<file path="src/common/time_tag_pkg.sv">
// Package: register map, field layout, widths and timing constants of the time tag counter
package time_tag_pkg;

    // Register bus widths and time count width
    localparam int ADDR_W = 8;
    localparam int DATA_W = 32;
    localparam int COUNT_W = 64;

    // Clock period in ns and default tick step in ns
    localparam int CLK_PERIOD_NS = 10;
    localparam int STEP_NS_DEFAULT = CLK_PERIOD_NS;
    // Clock cycles between ticks, derived from step and clock period
    localparam int TICK_CYCLES_DEFAULT = (STEP_NS_DEFAULT + CLK_PERIOD_NS - 1) / CLK_PERIOD_NS;

    // Register byte addresses
    localparam logic [ADDR_W-1:0] OFS_CMD        = 8'h00;
    localparam logic [ADDR_W-1:0] OFS_STEP       = 8'h04;
    localparam logic [ADDR_W-1:0] OFS_LIVE_LO    = 8'h08;
    localparam logic [ADDR_W-1:0] OFS_LIVE_HI    = 8'h0C;
    localparam logic [ADDR_W-1:0] OFS_CAPT_LO    = 8'h10;
    localparam logic [ADDR_W-1:0] OFS_CAPT_HI    = 8'h14;
    localparam logic [ADDR_W-1:0] OFS_STATUS     = 8'h18;

    // Command register bit positions
    localparam int CMD_CLEAR_BIT   = 0;
    localparam int CMD_CAPTURE_BIT = 1;
    // Status register bit positions
    localparam int STS_CAPT_VALID_BIT = 0;

    // Reset values
    localparam logic [COUNT_W-1:0] COUNT_RESET = 64'h0000_0000_0000_0000;
    localparam logic [DATA_W-1:0]  READ_ZERO   = 32'h0000_0000;

    // Register bus request carried as one bundle
    typedef struct packed {
        logic              wr;
        logic              rd;
        logic [ADDR_W-1:0] addr;
        logic [DATA_W-1:0] wdata;
    } bus_req_s;

endpackage : time_tag_pkg

</file>
<file path="src/design/tick_gen.sv">
// Tick generator: one-cycle tick every TICK_CYCLES enabled clocks
`timescale 1ns/1ps
module tick_gen #(
    parameter int TICK_CYCLES = time_tag_pkg::TICK_CYCLES_DEFAULT
) (
    // Clock and reset
    input  wire logic sys_clk,
    input  wire logic arst_n,
    input  wire logic clk_en,
    // Restart and tick
    input  wire logic restart,
    output logic      tick
);
    localparam int CW = (TICK_CYCLES > 1) ? $clog2(TICK_CYCLES) : 1;
    localparam logic [CW-1:0] LAST = CW'(TICK_CYCLES - 1);

    logic [CW-1:0] div_reg;

    // Divider counter, restarted by clear
    always_ff @(posedge sys_clk or negedge arst_n) begin
        if (!arst_n) begin
            div_reg <= '0;
        end else if (clk_en) begin
            if (restart || div_reg == LAST) begin
                div_reg <= '0;
            end else begin
                div_reg <= div_reg + CW'(1);
            end
        end
    end

    // Tick on the last count of each period
    assign tick = clk_en && !restart && (div_reg == LAST);
endmodule : tick_gen

</file>
<file path="src/design/time_tag_counter.sv">
// Device time tag counter: live ns count, clear and capture commands, register port
// Notes on behaviour
// - Live count readable whenever clk_en is high, in ns
// - One counter feeds all tag outputs
// - Each tick adds resolution in ns
// - Clear command returns counter to start
// - Counting resumes by itself after clear
// - Capture copies live count, counter runs on
// - Held value readable, kept until next capture
// - Held value uses same ns scaling
`timescale 1ns/1ps
module time_tag_counter #(
    parameter int COUNT_W     = time_tag_pkg::COUNT_W,
    parameter int STEP_NS     = time_tag_pkg::STEP_NS_DEFAULT,
    parameter int TICK_CYCLES = time_tag_pkg::TICK_CYCLES_DEFAULT
) (
    // Clock, reset and enable
    input  wire logic                              sys_clk,
    input  wire logic                              arst_n,
    input  wire logic                              clk_en,
    // Register port
    input  wire logic [time_tag_pkg::ADDR_W-1:0]   addr,
    input  wire logic [time_tag_pkg::DATA_W-1:0]   wdata,
    input  wire logic                              wr_stb,
    input  wire logic                              rd_stb,
    output logic      [time_tag_pkg::DATA_W-1:0]   rdata,
    // Shared time base for image, chunk and event tagging
    output logic      [COUNT_W-1:0]                time_tag,
    output logic                                   capture_valid
);
    time_tag_pkg::bus_req_s req;

    logic [COUNT_W-1:0]              count_reg;
    logic [COUNT_W-1:0]              count_next;
    logic [COUNT_W-1:0]              captured_time_count;
    logic [time_tag_pkg::DATA_W-1:0] step_reg;
    logic [time_tag_pkg::DATA_W-1:0] rdata_next;
    logic                            capt_valid_reg;
    logic                            time_count_clear_cmd;
    logic                            time_count_capture_cmd;
    logic                            tick;

    // Bundle the bus request
    assign req.wr    = wr_stb;
    assign req.rd    = rd_stb;
    assign req.addr  = addr;
    assign req.wdata = wdata;

    // Command decode: write-one pulses
    assign time_count_clear_cmd   = clk_en && req.wr && (req.addr == time_tag_pkg::OFS_CMD)
                                    && req.wdata[time_tag_pkg::CMD_CLEAR_BIT];
    assign time_count_capture_cmd = clk_en && req.wr && (req.addr == time_tag_pkg::OFS_CMD)
                                    && req.wdata[time_tag_pkg::CMD_CAPTURE_BIT];

    // Tick source, restarted by clear
    tick_gen #(
        .TICK_CYCLES(TICK_CYCLES)
    ) u_tick (
        .sys_clk (sys_clk),
        .arst_n  (arst_n),
        .clk_en  (clk_en),
        .restart (time_count_clear_cmd),
        .tick    (tick)
    );

    // Step register, resolution in ns per tick
    always_ff @(posedge sys_clk or negedge arst_n) begin
        if (!arst_n) begin
            step_reg <= time_tag_pkg::DATA_W'(STEP_NS);
        end else if (clk_en && req.wr && req.addr == time_tag_pkg::OFS_STEP) begin
            step_reg <= req.wdata;
        end
    end

    // Next live count
    always_comb begin
        count_next = count_reg;
        if (time_count_clear_cmd) begin
            count_next = time_tag_pkg::COUNT_RESET;
        end else if (tick) begin
            count_next = count_reg + COUNT_W'(step_reg);
        end
    end

    always_ff @(posedge sys_clk or negedge arst_n) begin
        if (!arst_n) begin
            count_reg <= time_tag_pkg::COUNT_RESET;
        end else if (clk_en) begin
            count_reg <= count_next;
        end
    end

    always_ff @(posedge sys_clk or negedge arst_n) begin
        if (!arst_n) begin
            time_tag <= time_tag_pkg::COUNT_RESET;
        end else if (clk_en) begin
            time_tag <= count_next;
        end
    end

    always_ff @(posedge sys_clk or negedge arst_n) begin
        if (!arst_n) begin
            captured_time_count <= time_tag_pkg::COUNT_RESET;
        end else if (time_count_capture_cmd) begin
            captured_time_count <= count_reg;
        end
    end

    // Capture valid flag, cleared only by reset
    always_ff @(posedge sys_clk or negedge arst_n) begin
        if (!arst_n) begin
            capt_valid_reg <= 1'b0;
        end else if (time_count_capture_cmd) begin
            capt_valid_reg <= 1'b1;
        end
    end

    assign capture_valid = capt_valid_reg;

    // Read mux
    always_comb begin
        rdata_next = time_tag_pkg::READ_ZERO;
        case (req.addr)
            time_tag_pkg::OFS_STEP:    rdata_next = step_reg;
            time_tag_pkg::OFS_LIVE_LO: rdata_next = count_reg[31:0];
            time_tag_pkg::OFS_LIVE_HI: rdata_next = count_reg[COUNT_W-1:32];
            time_tag_pkg::OFS_CAPT_LO: rdata_next = captured_time_count[31:0];
            time_tag_pkg::OFS_CAPT_HI: rdata_next = captured_time_count[COUNT_W-1:32];
            time_tag_pkg::OFS_STATUS:  rdata_next[time_tag_pkg::STS_CAPT_VALID_BIT] = capt_valid_reg;
            default:                   rdata_next = time_tag_pkg::READ_ZERO;
        endcase
    end

    // Read data register, valid the cycle after the read strobe
    always_ff @(posedge sys_clk or negedge arst_n) begin
        if (!arst_n) begin
            rdata <= time_tag_pkg::READ_ZERO;
        end else if (clk_en && req.rd) begin
            rdata <= rdata_next;
        end
    end
endmodule : time_tag_counter

</file>
<file path="config.mk">
export PLATFORM = sky130hd
export DESIGN_NAME = time_tag_counter
export DESIGN_NICKNAME = d
export VERILOG_FILES = /design/src/common/time_tag_pkg.sv /design/src/design/tick_gen.sv /design/src/design/time_tag_counter.sv
export SDC_FILE = /design/constraint.sdc
export NUM_CORES = 1
export LEC_CHECK = 0
export BUFFER_PORTS_ARGS = -buffer_cell sky130_fd_sc_hd__buf_2
export CORE_UTILIZATION = 45
export CTS_BUF_LIST = sky130_fd_sc_hd__clkbuf_2
export DETAILED_ROUTE_END_ITERATION = 8
export PLACE_DENSITY_LB_ADDON = 0.1
export SYNTH_ARGS = -nofsm -noshare
export SYNTH_HDL_FRONTEND = slang
export SYNTH_HIERARCHICAL = 1
export SYNTH_SLANG_ARGS = --single-unit
export TNS_END_PERCENT = 20
</file>
<file path="constraint.sdc">
create_clock -name sys_clk -period 4.15 [get_ports sys_clk]
set_input_delay 0.6225 -clock sys_clk [delete_from_list [all_inputs] [get_ports sys_clk]]
set_output_delay 0.6225 -clock sys_clk [all_outputs]
set_load 0.01 [all_outputs]
</file>
* Word-level counts from Yosys, hierarchy flattened
Cells that the tools add are included.
** Storage, ports and cells
- Register bits after elaboration :: 194
- Input port bits :: 45
- Logic and storage cells :: 33
** Cells by class
- Add/subtract/negate cells :: 2
- Equality and inequality tests :: 6
- Multiplexer cells :: 5
- Bitwise operators :: 1
- Reduce and logical (&&, ||, !) cells :: 13
** Operators by type and width (count)
- $pmux 31 s5 :: 1
- $mux 64 :: 2
- $add 64x32->64 :: 1
- $eq 8x5->1 const B :: 3
- $eq 8x4->1 const B :: 2
- $eq 8x3->1 const B :: 1
- $logic_and 1x1->1 :: 8
- $logic_not 8->1 :: 1
- $pmux 1 s6 :: 1
- $reduce_and 2->1 :: 1
- $reduce_bool 2->1 :: 1
- $add 1x1->1 const B :: 1
- $logic_not 1->1 :: 1
- $logic_or 1x1->1 :: 1
- $mux 1 :: 1
- $not 1->1 :: 1

* Longest topological paths before layout
Gate-level depths: netlist of the first run.
- Depth after elaboration :: 8
- Mapped depth :: 15

* By module
Netlist of the first run, hierarchy kept.
** Modules (own cells, without submodules)
- time_tag_counter :: times used 1, cells an instance 1014, area an instance 10410.0 um2
- tick_gen :: times used 1, cells an instance 3, area an instance 46.3 um2

* Worst setup path before layout of the first run
OpenSTA, ideal clock, no wires.
- Path kind :: input -> register
- Start :: in addr[2] (netlist bit)
- End :: reg time_tag[58]
- Library setup time :: 0.078 ns
- Data arrival time :: 3.419 ns
- Setup slack :: 0.653 ns
- Stages :: 14
- Path buffers :: 4
- Path through :: buf_2 > or4_4 > nor3_1 > nand2_1 > inv_1 > clkbuf_1 > buf_1 > nor3b_2 > o21ai_2 > or2_0 > buf_2 > a2111oi_4 > a31o_2 > a21oi_1
** Between the ends
- Word-level cells in the longest chain between the ends :: 8
- Elaborated cells between the ends (all ways) :: 9
- Those cells by class :: mux (1); reduce/logical (8)
** Ends and longest elaborated chain
- start, declared :: line time_tag_counter.sv:22 : input wire logic [time_tag_pkg::ADDR_W-1:0] addr,
- $logic_not 8->1 :: line time_tag_counter.sv:50 : assign time_count_clear_cmd = clk_en && req.wr && (req.addr == time_tag_pkg::OFS_CMD)
- $logic_and 1x1->1 :: line time_tag_counter.sv:50
- $logic_and 1x1->1 :: line time_tag_counter.sv:51 : && req.wdata[time_tag_pkg::CMD_CLEAR_BIT];
- named net time_count_clear_cmd :: line time_tag_counter.sv:39 : logic time_count_clear_cmd;
- $logic_not 1->1 :: line tick_gen.sv:33 : assign tick = clk_en && !restart && (div_reg == LAST);
- $logic_and 1x1->1 (2 in series) :: line tick_gen.sv:33
- named net tick :: line time_tag_counter.sv:41 : logic tick;
- $reduce_bool 2->1 (no line)
- $reduce_and 2->1 (no line)
- end signal, assigned :: line time_tag_counter.sv:95 : time_tag <= time_tag_pkg::COUNT_RESET;
- end signal, assigned :: line time_tag_counter.sv:97 : time_tag <= count_next;
- end, declared :: line time_tag_counter.sv:28 : output logic [COUNT_W-1:0] time_tag,
The timed path passes the listed nets, and every way through them passes these cells.
A chain may end at the register's enable or synchronous reset.

==> flow_results.xml, run 1 <==
<?xml version="1.0" encoding="UTF-8"?>
<metrics>
  <group name="status">
    <metric name="run_status" unit="">complete, no violations</metric>
  </group>
  <group name="clocking">
    <metric name="clock_sink_count" unit="">194</metric>
    <metric name="clock_root_buffer" unit="">sky130_fd_sc_hd__clkbuf_2</metric>
    <metric name="cts_hold_buf" unit="">17</metric>
    <metric name="cts_inserted_buffers" unit="">17</metric>
    <metric name="cts-resized-gates" unit="">0</metric>
    <metric name="cts_tree" unit="">done</metric>
    <metric name="clock_path_buffers" unit="">2</metric>
    <metric name="post-cts-setup-buffers" unit="">0</metric>
    <metric name="worstSkewPairLatency" unit="ns">0.80</metric>
    <metric name="path_clk_slew" unit="ns">0.30</metric>
    <metric name="h-tree-depth" unit="">4</metric>
  </group>
  <group name="sta">
    <metric name="rsz0062_at_grt" unit="">false</metric>
    <metric name="fin_worst_hold_slack" unit="ns">0.0614</metric>
    <metric name="final-hold-violation-count" unit="">0</metric>
    <metric name="final_clock_period_utilization_by_the_worst_path" unit="">0.796</metric>
    <metric name="max_freq" unit="MHz">303</metric>
    <metric name="max-slew-margin-rel" unit="">0.278</metric>
    <metric name="worstMarginPinSlew" unit="ns">1.08</metric>
    <metric name="fin_worst_skew" unit="ns">0.0444</metric>
    <metric name="finalSetupTns" unit="ns">0</metric>
    <metric name="final-max-slew-violation-count" unit="">0</metric>
    <metric name="period_needed" unit="ns">3.30</metric>
    <metric name="final-setup-viol-count" unit="">0</metric>
  </group>
  <group name="synth">
    <metric name="synth_area_leaders" unit="">sky130_fd_sc_hd__dfrtp_1 (46%), sky130_fd_sc_hd__mux2_2 (9.5%), sky130_fd_sc_hd__nand2_1 (4.9%)</metric>
    <metric name="synth_seq_cells" unit="">194</metric>
    <metric name="post_synth_xor_area_fraction" unit="">0.0343</metric>
    <metric name="synth_compound_area_frac" unit="">0.171</metric>
    <metric name="postSynth.asyncResetShare" unit="">1.00</metric>
    <metric name="synth_edf_count" unit="">0</metric>
    <metric name="yosysTopAreaCellShare" unit="">0.459</metric>
    <metric name="ys_warn_count" unit="">6</metric>
    <metric name="post_synth_inst_count" unit="">1017</metric>
    <metric name="seq_area_frac_synth" unit="">0.465</metric>
    <metric name="synth_top_cell_by_area" unit="">sky130_fd_sc_hd__dfrtp_1</metric>
    <metric name="avgSynthCellArea" unit="um^2">10.3</metric>
    <metric name="synth_cell_type_count" unit="">63</metric>
    <metric name="arithmetic_cell_share_of_the_synthesized_area_counting_full_adders_half_adders_and_majority_gates" unit="">0.0402</metric>
    <metric name="combinational_family_with_the_most_area_after_synthesis" unit="">compound AO/OA/AOI/OAI gates</metric>
    <metric name="post_synth_and_or_nand_nor_area_fraction" unit="">0.128</metric>
    <metric name="synth_nets" unit="">1095</metric>
    <metric name="multiplexer_share_of_the_synthesized_area" unit="">0.134</metric>
    <metric name="synth_flop_cell" unit="">sky130_fd_sc_hd__dfrtp_1</metric>
    <metric name="syn_area" unit="um^2">10500</metric>
  </group>
  <group name="placement">
    <metric name="dp_hpwl" unit="um">19300</metric>
    <metric name="routability_congestion_estimate" unit="">0.903</metric>
    <metric name="io_buffer_count" unit="">141</metric>
  </group>
  <group name="global_route">
    <metric name="grt_pass1_wl" unit="um">45800</metric>
    <metric name="globalRouteOverflowTotal" unit="">0</metric>
    <metric name="global_router_s_overall_resource_usage" unit="">0.245</metric>
    <metric name="via_count_of_the_first_global_routing_pass" unit="">8230</metric>
    <metric name="pin_count_of_the_biggest_net_entering_global_routing" unit="">87</metric>
    <metric name="initial_antenna_violation_count" unit="">1</metric>
  </group>
  <group name="floorplan">
    <metric name="floorplan.initialDensity" unit="">0.460</metric>
    <metric name="ios" unit="">142</metric>
    <metric name="die_x" unit="um">154</metric>
    <metric name="row_count" unit="">55</metric>
    <metric name="fp.dieArea" unit="um^2">23900</metric>
    <metric name="chipHeight" unit="um">154</metric>
    <metric name="core" unit="um^2">22700</metric>
  </group>
  <group name="layout">
    <metric name="sequential_cell_area" unit="um^2">4860</metric>
    <metric name="biggestRegsByFlops" unit="">captured_time_count (64), time_tag (64)</metric>
    <metric name="fill_cells" unit="">2147</metric>
    <metric name="multi_input_area" unit="um^2">5340</metric>
    <metric name="num-nets-final" unit="">1237</metric>
    <metric name="drive_above_1_share" unit="">0.257</metric>
    <metric name="area_growth_syn_to_fin" unit="%">14.4</metric>
  </group>
  <group name="worst_setup_path">
    <metric name="worstSetupEndpointType" unit="">flop</metric>
    <metric name="timing.critical_path.fanout_max" unit="">5</metric>
    <metric name="timing.critical_path.max_delay_family" unit="">compound AO/OA/AOI/OAI gates</metric>
    <metric name="number_of_buffer_and_inverter_stages_on_the_critical_path" unit="">0</metric>
    <metric name="critical-path-max-stage-delay" unit="ns">0.58</metric>
    <metric name="cp_slowest_cell" unit="">sky130_fd_sc_hd__nor4_1</metric>
    <metric name="criticalPathCategory" unit="">flop to flop</metric>
    <metric name="worst_ep_required_time" unit="ns">4.85</metric>
    <metric name="timing.critical_path.arrival" unit="ns">4.01</metric>
    <metric name="critPathLaunchType" unit="">flop</metric>
    <metric name="timing.critical_path.cells" unit="">ha_1 -&gt; nand3_1 -&gt; or2_1 -&gt; a211oi_1 -&gt; o31ai_1 -&gt; nor4_1 -&gt; a221oi_1 -&gt; xnor2_1 -&gt; a22o_1</metric>
  </group>
  <group name="route">
    <metric name="routed-via-count" unit="">8393</metric>
    <metric name="ant_nets" unit="">0</metric>
    <metric name="drt_iter0_markers" unit="">632</metric>
    <metric name="totalWireLength" unit="um">28100</metric>
    <metric name="drc_errors" unit="">0</metric>
    <metric name="dr.pass1.iters" unit="">5</metric>
    <metric name="wl_per_cell" unit="um">19.3</metric>
    <metric name="average_via_count_per_standard_cell" unit="">5.76</metric>
  </group>
  <group name="run">
    <metric name="max_cap_violations" unit="">0</metric>
  </group>
  <group name="power">
    <metric name="static-leakage-power" unit="nW">6.01</metric>
    <metric name="vdd.ir_drop.worst" unit="mV">0.155</metric>
    <metric name="pwr_density_cell" unit="nW/um^2">334</metric>
  </group>
  <group name="min_path">
    <metric name="hold_path_class" unit="">input port to flop</metric>
  </group>
</metrics>
[Yosys cell counts (all sizes together), types with 4 or more instances]
| library cell | number |
|---|---|
| dfrtp | 192 |
| nand2 | 136 |
| o21ai | 89 |
| mux2 | 88 |
| clkbuf | 49 |
| nor2 | 46 |
| mux2i | 41 |
| a21oi | 35 |
| a221oi | 32 |
| ha | 32 |
| xnor2 | 29 |
| a22o | 24 |
| a21o | 18 |
| inv | 17 |
| nand4 | 17 |
| nor3 | 16 |
| nand3 | 14 |
| nand2b | 12 |
| xor2 | 12 |
| a211oi | 10 |
| and3 | 9 |
| o211ai | 9 |
| buf | 8 |
| o31ai | 8 |
| a2111oi | 7 |
| or4 | 7 |
| o21a | 5 |
| a31o | 4 |
| a31oi | 4 |
| and4 | 4 |
| nand4b | 4 |
| or2 | 4 |
[per-layer routing]
metal  wire (um)  part of all wire  track usage
met1       13600              0.49        0.347
met2       13000              0.46        0.397
met3        1190             0.042       0.0415
met4         251            0.0089       0.0481
met5           0                 0            0
[final timing paths]
kind / start / endpoint / slack (ns) / cells past startpoint
setup / recovery: time_tag[7] / time_tag[31] / 0.85 / 9
setup reg to reg: time_tag[7] / time_tag[31] / 0.85 / 9
max in group asynchronous: arst_n / time_tag[51] / 2.86 / 3
min in group asynchronous: arst_n / rdata[5] / 0.37 / 2
hold / removal: wdata[2] / step_reg[2] / 0.06 / 2
hold reg to reg: rdata[1] / rdata[1] / 0.51 / 2
[cell usage in the layout, fill, tap and decap left out, drive strengths merged, types with 5 or more instances in the layout]
cell type    Yosys  routed
nand3           14      14
ha              32      32
and3             9       9
a2111oi          7       7
o21ai           89      89
nand4           17      17
xnor2           29      29
o21a             5       5
o31ai            8       8
clkinvlp         0       5
nor3            16      16
clkbuf          49      19
nor2            46      46
a221oi          32      32
a21oi           35      35
inv             17      21
dfrtp          192     192
o211ai           9       9
mux2i           41      41
a22o            24      24
a211oi          10      10
or4              7       7
nand2b          12      12
buf              8     157
dlygate4sd3      0      22
a21o            18      18
nand2          136     136
mux2            88      88
xor2            12      12
[per-stage QoR]
| stage | setup WS (ns) | area, um^2 | total power, mW | utilization | instances |
|---|---|---|---|---|---|
| after CTS | 0.930 | 11900 | 4.03 | 0.524 | 1452 |
| after floorplan | 0.653 | 10500 | 2.65 | - | 1017 |
| final | 0.847 | 12000 | 4.00 | 0.527 | 1458 |
| after global routing | 0.636 | 12000 | 4.21 | 0.527 | 1458 |
| after detailed placement | 0.781 | 11500 | 2.96 | 0.505 | 1403 |
| after global placement | 0.833 | 11500 | 2.96 | 0.505 | 1403 |
[where the power goes]
group / leakage, nW / internal, mW / switching [mW] / total (mW)
clock: 0.146 / 0.347 / 0.695 / 1.04
sequential: 2.64 / 2.00 / 0.164 / 2.17
combinational: 3.22 / 0.341 / 0.446 / 0.787
total: 6.01 / 2.69 / 1.30 / 4.00
[cell families (layout without fill, tap and decap cells)]
| group | after synthesis | after routing |
|---|---|---|
| xor+xnor | 41 | 41 |
| mux | 129 | 129 |
| other cells | 0 | 1 |
| flops | 194 | 194 |
| simple gates | 284 | 284 |
| compound gates | 262 | 262 |
| buf+inv | 74 | 229 |
| fa+ha+maj | 33 | 33 |
[final cells by class]
cell class,instances,area share
Antenna cell,1,0.000209
Clock buffer,18,0.00753
Clock inverter,14,0.0150
Inverter,17,0.00534
Multi-Input combinational cell,749,0.446
Sequential cell,194,0.406
Tap cell,285,0.0298
Timing Repair Buffer,180,0.0899
(Power assumes the default switching activity.)
==> run 2: changes to the inputs <==
==> constraint.sdc (replaced) <==
create_clock -name sys_clk -period 2.8 [get_ports sys_clk]
set_input_delay 0.42 -clock sys_clk [delete_from_list [all_inputs] [get_ports sys_clk]]
set_output_delay 0.42 -clock sys_clk [all_outputs]
set_load 0.01 [all_outputs]
==> run 2 against run 1 <==
Net effect:
- the run now ends with setup timing left
- combinational power increased by 120%
- highest routed layer unchanged
- routed wire length is 7.9% higher
- global-route usage grew 1.7 points
- largest power group unchanged
==> flow_results.xml, run 2 (same netlist as run 1, synthesis figures left out) <==
<?xml version="1.0" encoding="UTF-8"?>
<metrics>
  <group name="clocking">
    <metric name="clock_path_buffers" unit="">2</metric>
    <metric name="clock_sink_count" unit="">194</metric>
    <metric name="h-tree-depth" unit="">4</metric>
    <metric name="cts_inserted_buffers" unit="">17</metric>
    <metric name="cts_tree" unit="">done</metric>
    <metric name="path_clk_slew" unit="ns">0.31</metric>
    <metric name="clock_root_buffer" unit="">sky130_fd_sc_hd__clkbuf_2</metric>
    <metric name="worstSkewPairLatency" unit="ns">0.80</metric>
  </group>
  <group name="power">
    <metric name="power.internal" unit="mW">4.16</metric>
    <metric name="switching_share" unit="">0.334</metric>
    <metric name="vdd.ir_drop.worst" unit="mV">0.282</metric>
    <metric name="combinationalPowerShare" unit="">0.275</metric>
    <metric name="post_layout_power" unit="mW">6.26</metric>
    <metric name="pwr_density_cell" unit="nW/um^2">471</metric>
    <metric name="static-leakage-power" unit="nW">6.69</metric>
    <metric name="pwr-share-clk" unit="">0.227</metric>
    <metric name="seq_power_share" unit="">0.498</metric>
    <metric name="switching_power" unit="mW">2.09</metric>
  </group>
  <group name="route">
    <metric name="totalWireLength" unit="um">30300</metric>
    <metric name="drc_errors" unit="">0</metric>
    <metric name="routed-via-count" unit="">9076</metric>
    <metric name="ant_nets" unit="">0</metric>
    <metric name="wl_per_cell" unit="um">19.1</metric>
    <metric name="average_via_count_per_standard_cell" unit="">5.71</metric>
    <metric name="drt_iter0_markers" unit="">487</metric>
    <metric name="dr.pass1.iters" unit="">5</metric>
  </group>
  <group name="sta">
    <metric name="finalWorstSetupSlack" unit="ns">-0.0145</metric>
    <metric name="finalSetupTns" unit="ns">-0.0145</metric>
    <metric name="final_clock_period_utilization_by_the_worst_path" unit="">1.01</metric>
    <metric name="final-max-slew-violation-count" unit="">0</metric>
    <metric name="final-setup-viol-count" unit="">1</metric>
    <metric name="max_freq" unit="MHz">355</metric>
    <metric name="max-slew-margin-rel" unit="">0.231</metric>
    <metric name="fin_worst_hold_slack" unit="ns">0.119</metric>
    <metric name="rsz0062_at_grt" unit="">true</metric>
    <metric name="worstMarginPinSlew" unit="ns">1.15</metric>
    <metric name="final-hold-violation-count" unit="">0</metric>
    <metric name="fin_worst_skew" unit="ns">0.0532</metric>
    <metric name="period_needed" unit="ns">2.81</metric>
  </group>
  <group name="run">
    <metric name="max_cap_violations" unit="">0</metric>
  </group>
  <group name="floorplan">
    <metric name="core" unit="um^2">22700</metric>
    <metric name="fp.dieArea" unit="um^2">23900</metric>
    <metric name="floorplan.initialDensity" unit="">0.460</metric>
    <metric name="ios" unit="">142</metric>
    <metric name="die_x" unit="um">154</metric>
    <metric name="chipHeight" unit="um">154</metric>
    <metric name="row_count" unit="">55</metric>
  </group>
  <group name="worst_setup_path">
    <metric name="timing.critical_path.fanout_max" unit="">5</metric>
    <metric name="timing.critical_path.max_delay_family" unit="">compound AO/OA/AOI/OAI gates</metric>
    <metric name="cp_slowest_cell" unit="">sky130_fd_sc_hd__dfstp_2</metric>
    <metric name="timing.critical_path.cells" unit="">buf_6 -&gt; fa_2 -&gt; a211oi_2 -&gt; o21a_1 -&gt; o31ai_4 -&gt; o2111a_1 -&gt; nor3_2 -&gt; buf_4 -&gt; a2111oi_4 -&gt; nand4_1 -&gt; a21oi_2</metric>
    <metric name="worstSetupEndpointType" unit="">flop</metric>
    <metric name="worst_ep_required_time" unit="ns">3.52</metric>
    <metric name="critical-path-max-stage-delay" unit="ns">0.61</metric>
    <metric name="critPathLaunchType" unit="">flop</metric>
    <metric name="timing.critical_path.arrival" unit="ns">3.54</metric>
    <metric name="number_of_buffer_and_inverter_stages_on_the_critical_path" unit="">2</metric>
    <metric name="criticalPathCategory" unit="">flop to flop</metric>
  </group>
  <group name="layout">
    <metric name="multi_input_area" unit="um^2">5600</metric>
    <metric name="biggestRegsByFlops" unit="">captured_time_count (64), time_tag (64)</metric>
    <metric name="fill_cells" unit="">1983</metric>
    <metric name="num-nets-final" unit="">1368</metric>
    <metric name="sequential_cell_area" unit="um^2">4860</metric>
    <metric name="final_common_cell" unit="">sky130_fd_sc_hd__dfrtp_1</metric>
    <metric name="drive_above_1_share" unit="">0.349</metric>
    <metric name="layoutNonFillerInstCount" unit="">1589</metric>
    <metric name="mostFrequentLayoutCells" unit="">sky130_fd_sc_hd__dfrtp_1 (192), sky130_fd_sc_hd__buf_2 (140), sky130_fd_sc_hd__nand2_1 (133)</metric>
    <metric name="area_growth_syn_to_fin" unit="%">27.1</metric>
  </group>
  <group name="placement">
    <metric name="routability_congestion_estimate" unit="">0.910</metric>
    <metric name="dp_hpwl" unit="um">21000</metric>
    <metric name="numPlacedInstances" unit="">1515</metric>
    <metric name="io_buffer_count" unit="">141</metric>
  </group>
  <group name="min_path">
    <metric name="hold_path_class" unit="">input port to flop</metric>
  </group>
  <group name="global_route">
    <metric name="globalRouteOverflowTotal" unit="">0</metric>
    <metric name="pin_count_of_the_biggest_net_entering_global_routing" unit="">74</metric>
    <metric name="initial_antenna_violation_count" unit="">1</metric>
    <metric name="grt_pass1_wl" unit="um">49100</metric>
    <metric name="global_router_s_overall_resource_usage" unit="">0.262</metric>
    <metric name="via_count_of_the_first_global_routing_pass" unit="">9090</metric>
  </group>
  <group name="status">
    <metric name="run_status" unit="">finished, violations left</metric>
    <metric name="failed_checks" unit="">setup timing</metric>
  </group>
</metrics>
## run 2: changes by cell type in the layout (fill, tap and decap cells not counted), moves of 5 or more
| cell | before | now |
|---|---|---|
| sky130_fd_sc_hd__a2111oi_0 | 6 | 0 |
| sky130_fd_sc_hd__a21oi_1 | 33 | 26 |
| sky130_fd_sc_hd__a21oi_2 | 2 | 7 |
| sky130_fd_sc_hd__buf_12 | 1 | 8 |
| sky130_fd_sc_hd__buf_4 | 16 | 126 |
| sky130_fd_sc_hd__dlygate4sd3_1 | 22 | 34 |
| sky130_fd_sc_hd__ha_1 | 32 | 25 |
| sky130_fd_sc_hd__ha_4 | 0 | 5 |
| sky130_fd_sc_hd__nor3_1 | 14 | 9 |
## run 2: worst register-to-register path: cells and delay by family, from the launching register on
family	cells	cell delay, ns
compound gates	6	1.45
fa+ha+maj	1	0.21
buf+inv	2	0.25
flops	1	0.61
simple gates	2	0.24
## run 2: stage by stage
stage	instance area, um^2	setup slack (ns)	util
floorplan	10500	-0.0100	-
global placement	12400	-0.0925	0.548
detailed placement	12400	-0.110	0.548
CTS	13100	-0.00917	0.579
global route	13300	-0.162	0.585
finish	13300	-0.0145	0.585
## run 2: area by class of cell
cell class,count,area share
antenna,2,0.000377
clock buffer,17,0.00640
clock inverter,14,0.0111
inverter,17,0.00480
multi-input combinational,750,0.421
sequential,194,0.366
tap,285,0.0268
timing repair buffer,310,0.163
## run 2: worst paths after layout
kind,slack (ns),from,to,cells past startpoint
setup / recovery,-0.01,step_reg[1],time_tag[58],11
hold / removal,0.12,rd_stb,rdata[4],5
setup reg to reg,-0.01,step_reg[1],time_tag[58],11
hold reg to reg,0.51,rdata[2],rdata[2],2
max in group asynchronous,1.91,arst_n,step_reg[22],3
min in group asynchronous,0.15,arst_n,rdata[7],2
## run 2: routing by layer
metal,global-route usage,part of all wire,up-vias
li1,-,-,4295
met1,0.360,0.47,4520
met2,0.433,0.47,223
met3,0.0392,0.037,38
met4,0.0712,0.015,0
met5,0,0,-
## run 2: timing repair
action                                 in CTS  in global routing
gates resized for setup                    17                 25
buffers inserted                            5                  2
hold buffers                               34                  0
setup endpoints to repair                  29                 33
endpoints found under the hold margin     143                  0
pin swaps                                  17                 21
cloned                                      1                  0
## run 2: power groups by stage
stage / registers (mW) / logic (mW) / clock network [mW]
5_1_grt: 3.14 / 1.89 / 1.57
4_1_cts: 3.11 / 1.69 / 1.47
2_1_floorplan: 3.27 / 0.687 / 0
3_5_place_dp: 3.15 / 1.63 / 0
3_3_place_gp: 3.14 / 1.62 / 0
6_report: 3.11 / 1.72 / 1.42
==> run 3: changes to the inputs <==
--- a/config.mk
+++ b/config.mk
@@ -9,6 +9,7 @@
 export CORE_UTILIZATION = 45
 export CTS_BUF_LIST = sky130_fd_sc_hd__clkbuf_2
 export DETAILED_ROUTE_END_ITERATION = 8
+export MAX_ROUTING_LAYER = met4
 export PLACE_DENSITY_LB_ADDON = 0.1
 export SYNTH_ARGS = -nofsm -noshare
 export SYNTH_HDL_FRONTEND = slang
==> run 3 against run 2 <==
Net effect:
- critical path type unchanged
- critical path depth is the same
- sequential power about the same
- largest cell class unchanged
- largest power group unchanged
- combinational power about the same
- worst hold slack lost 0.0032 ns
- sequential cell count stayed put
- the flow still finishes with violations (setup timing)
- clock skew grew 0.0036 ns
==> flow_results.xml, run 3 (same netlist as run 1, synthesis figures left out) <==
<?xml version="1.0" encoding="UTF-8"?>
<metrics>
  <group name="sta">
    <metric name="fin_worst_skew" unit="ns">0.0568</metric>
    <metric name="max_freq" unit="MHz">356</metric>
    <metric name="final-max-slew-violation-count" unit="">0</metric>
    <metric name="rsz0062_at_grt" unit="">true</metric>
    <metric name="final_clock_period_utilization_by_the_worst_path" unit="">1.00</metric>
    <metric name="finalSetupTns" unit="ns">-0.0112</metric>
    <metric name="final-setup-viol-count" unit="">1</metric>
    <metric name="finalWorstSetupSlack" unit="ns">-0.0112</metric>
    <metric name="worstMarginPinSlew" unit="ns">1.04</metric>
    <metric name="max-slew-margin-rel" unit="">0.304</metric>
    <metric name="period_needed" unit="ns">2.81</metric>
    <metric name="final-hold-violation-count" unit="">0</metric>
  </group>
  <group name="clocking">
    <metric name="clock_root_buffer" unit="">sky130_fd_sc_hd__clkbuf_2</metric>
    <metric name="path_clk_slew" unit="ns">0.33</metric>
    <metric name="cts_inserted_buffers" unit="">17</metric>
    <metric name="clock_path_buffers" unit="">2</metric>
    <metric name="cts_tree" unit="">done</metric>
    <metric name="h-tree-depth" unit="">4</metric>
    <metric name="worstSkewPairLatency" unit="ns">0.81</metric>
    <metric name="clock_sink_count" unit="">194</metric>
  </group>
  <group name="status">
    <metric name="failed_checks" unit="">setup timing</metric>
    <metric name="run_status" unit="">finished, violations left</metric>
  </group>
  <group name="layout">
    <metric name="num-nets-final" unit="">1368</metric>
    <metric name="biggestRegsByFlops" unit="">captured_time_count (64), time_tag (64)</metric>
    <metric name="final_area" unit="um^2">13300</metric>
    <metric name="layoutNonFillerInstCount" unit="">1588</metric>
    <metric name="final_common_cell" unit="">sky130_fd_sc_hd__dfrtp_1</metric>
    <metric name="mostFrequentLayoutCells" unit="">sky130_fd_sc_hd__dfrtp_1 (192), sky130_fd_sc_hd__buf_2 (140), sky130_fd_sc_hd__nand2_1 (133)</metric>
    <metric name="drive_above_1_share" unit="">0.350</metric>
    <metric name="postLayoutCoreUtil" unit="">0.585</metric>
    <metric name="area_growth_syn_to_fin" unit="%">27.1</metric>
  </group>
  <group name="placement">
    <metric name="placedInstanceArea" unit="um^2">12400</metric>
    <metric name="numPlacedInstances" unit="">1515</metric>
    <metric name="dp_hpwl" unit="um">21000</metric>
    <metric name="routability_congestion_estimate" unit="">0.926</metric>
    <metric name="dpl_worst_slack" unit="ns">-0.110</metric>
    <metric name="io_buffer_count" unit="">141</metric>
  </group>
  <group name="route">
    <metric name="average_via_count_per_standard_cell" unit="">5.69</metric>
    <metric name="drc_errors" unit="">0</metric>
    <metric name="dr.pass1.iters" unit="">5</metric>
    <metric name="routed-via-count" unit="">9037</metric>
    <metric name="ant_nets" unit="">0</metric>
    <metric name="drt_iter0_markers" unit="">495</metric>
    <metric name="totalWireLength" unit="um">30400</metric>
    <metric name="wl_per_cell" unit="um">19.1</metric>
  </group>
  <group name="worst_setup_path">
    <metric name="worstReg2RegEnd" unit="">time_tag[58]</metric>
    <metric name="critPathLaunchType" unit="">flop</metric>
    <metric name="r2r_start" unit="">step_reg[1]</metric>
    <metric name="regToRegSetupSlack" unit="ns">-0.01</metric>
    <metric name="timing.critical_path.fanout_max" unit="">5</metric>
    <metric name="criticalPathCategory" unit="">flop to flop</metric>
    <metric name="worstSetupEndpointType" unit="">flop</metric>
    <metric name="timing.reg2reg.worst_path_depth" unit="">11</metric>
    <metric name="worst_ep_required_time" unit="ns">3.48</metric>
    <metric name="crit_end" unit="">time_tag[58]</metric>
    <metric name="worst_setup_path_startpoint" unit="">step_reg[1]</metric>
    <metric name="timing.critical_path.arrival" unit="ns">3.49</metric>
  </group>
  <group name="power">
    <metric name="pwr_density_cell" unit="nW/um^2">471</metric>
    <metric name="static-leakage-power" unit="nW">6.69</metric>
    <metric name="vdd.ir_drop.worst" unit="mV">0.283</metric>
  </group>
  <group name="global_route">
    <metric name="global_router_s_overall_resource_usage" unit="">0.270</metric>
    <metric name="pin_count_of_the_biggest_net_entering_global_routing" unit="">74</metric>
    <metric name="initial_antenna_violation_count" unit="">1</metric>
    <metric name="globalRouteOverflowTotal" unit="">0</metric>
    <metric name="grt_pass1_wl" unit="um">49100</metric>
    <metric name="via_count_of_the_first_global_routing_pass" unit="">9081</metric>
  </group>
  <group name="floorplan">
    <metric name="die_x" unit="um">154</metric>
    <metric name="chipHeight" unit="um">154</metric>
    <metric name="row_count" unit="">55</metric>
    <metric name="fp.dieArea" unit="um^2">23900</metric>
    <metric name="ios" unit="">142</metric>
    <metric name="floorplan.initialDensity" unit="">0.460</metric>
    <metric name="core" unit="um^2">22700</metric>
  </group>
  <group name="run">
    <metric name="max_cap_violations" unit="">0</metric>
  </group>
  <group name="min_path">
    <metric name="hold_path_class" unit="">input port to flop</metric>
  </group>
</metrics>
==> run 3: changes by cell type in the layout (fill, tap and decap cells not counted) <==
cell / before / now
sky130_fd_sc_hd__o31ai_2: 1 / 0
sky130_fd_sc_hd__o31ai_4: 1 / 2
sky130_fd_sc_hd__o21ai_1: 1 / 2
sky130_fd_sc_hd__diode_2: 2 / 1
sky130_fd_sc_hd__a2111oi_2: 1 / 2
sky130_fd_sc_hd__a221oi_1: 32 / 31
sky130_fd_sc_hd__a221oi_2: 0 / 1
sky130_fd_sc_hd__a2111oi_4: 2 / 1
sky130_fd_sc_hd__o21ai_0: 87 / 86
==> run 3: worst min-delay path by stage <==
stage | to | slack [ns] | start | cells after the start
after detailed placement | rdata[3] | 0.46 | rdata[3] | 2
after CTS | rdata[24] | 0.05 | rd_stb | 5
after global routing | rdata[23] | 0.03 | rd_stb | 5
after floorplan | capture_valid | 0.12 | arst_n | 0
after global placement | rdata[3] | 0.46 | rdata[3] | 2
final | rdata[14] | 0.12 | rd_stb | 5
==> run 3: cell type report <==
cell class,instances,area [um^2]
tap,285,357
timing repair buffer,310,2170
antenna,1,2.50
fill,1986,9420
clock buffer,17,85.1
multi-input combinational,750,5600
clock inverter,14,148
sequential,194,4860
inverter,17,63.8
==> run 3: per-layer routing <==
layer,vias up,part of all wire,global-route usage
li1,4286,-,-
met1,4518,0.48,0.359
met2,194,0.47,0.434
met3,39,0.035,0.0384
met4,0,0.016,0.0712
met5,-,0,-
==> run 3: power breakdown <==
| part | total (mW) | switching (mW) | internal (mW) | leakage (nW) |
|---|---|---|---|---|
| Combinational | 1.72 | 0.879 | 0.844 | 3.92 |
| Clock | 1.42 | 1.07 | 0.349 | 0.133 |
| Sequential | 3.11 | 0.142 | 2.97 | 2.64 |
==> run 3: critical path, cell delays in order, from the launching register on <==
cell	delay (ns)
sky130_fd_sc_hd__dfstp_2	0.61
sky130_fd_sc_hd__buf_6	0.11
sky130_fd_sc_hd__fa_2	0.22
sky130_fd_sc_hd__a211oi_2	0.08
sky130_fd_sc_hd__o21a_1	0.24
sky130_fd_sc_hd__o31ai_4	0.28
sky130_fd_sc_hd__o2111a_1	0.23
sky130_fd_sc_hd__nor3_2	0.05
sky130_fd_sc_hd__buf_4	0.16
sky130_fd_sc_hd__a2111oi_4	0.46
sky130_fd_sc_hd__a31o_2	0.24
sky130_fd_sc_hd__a21oi_2	0.05
==> run 3: metrics by stage <==
step                hold slack, ns  power (mW)
floorplan                    0.124        3.95
global placement             0.456        4.76
detailed placement           0.464        4.78
CTS                         0.0463        6.27
global route                0.0302        6.60
finish                       0.115        6.26
==> run 3: timing repair <==
item | CTS | global route
buffers inserted | 5 | 2
hold buffers | 34 | 0
cloned | 1 | 0
endpoints found under the setup margin | 29 | 33
hold endpoints to repair | 143 | 0
pin swaps | 17 | 25
gates resized for setup | 17 | 27
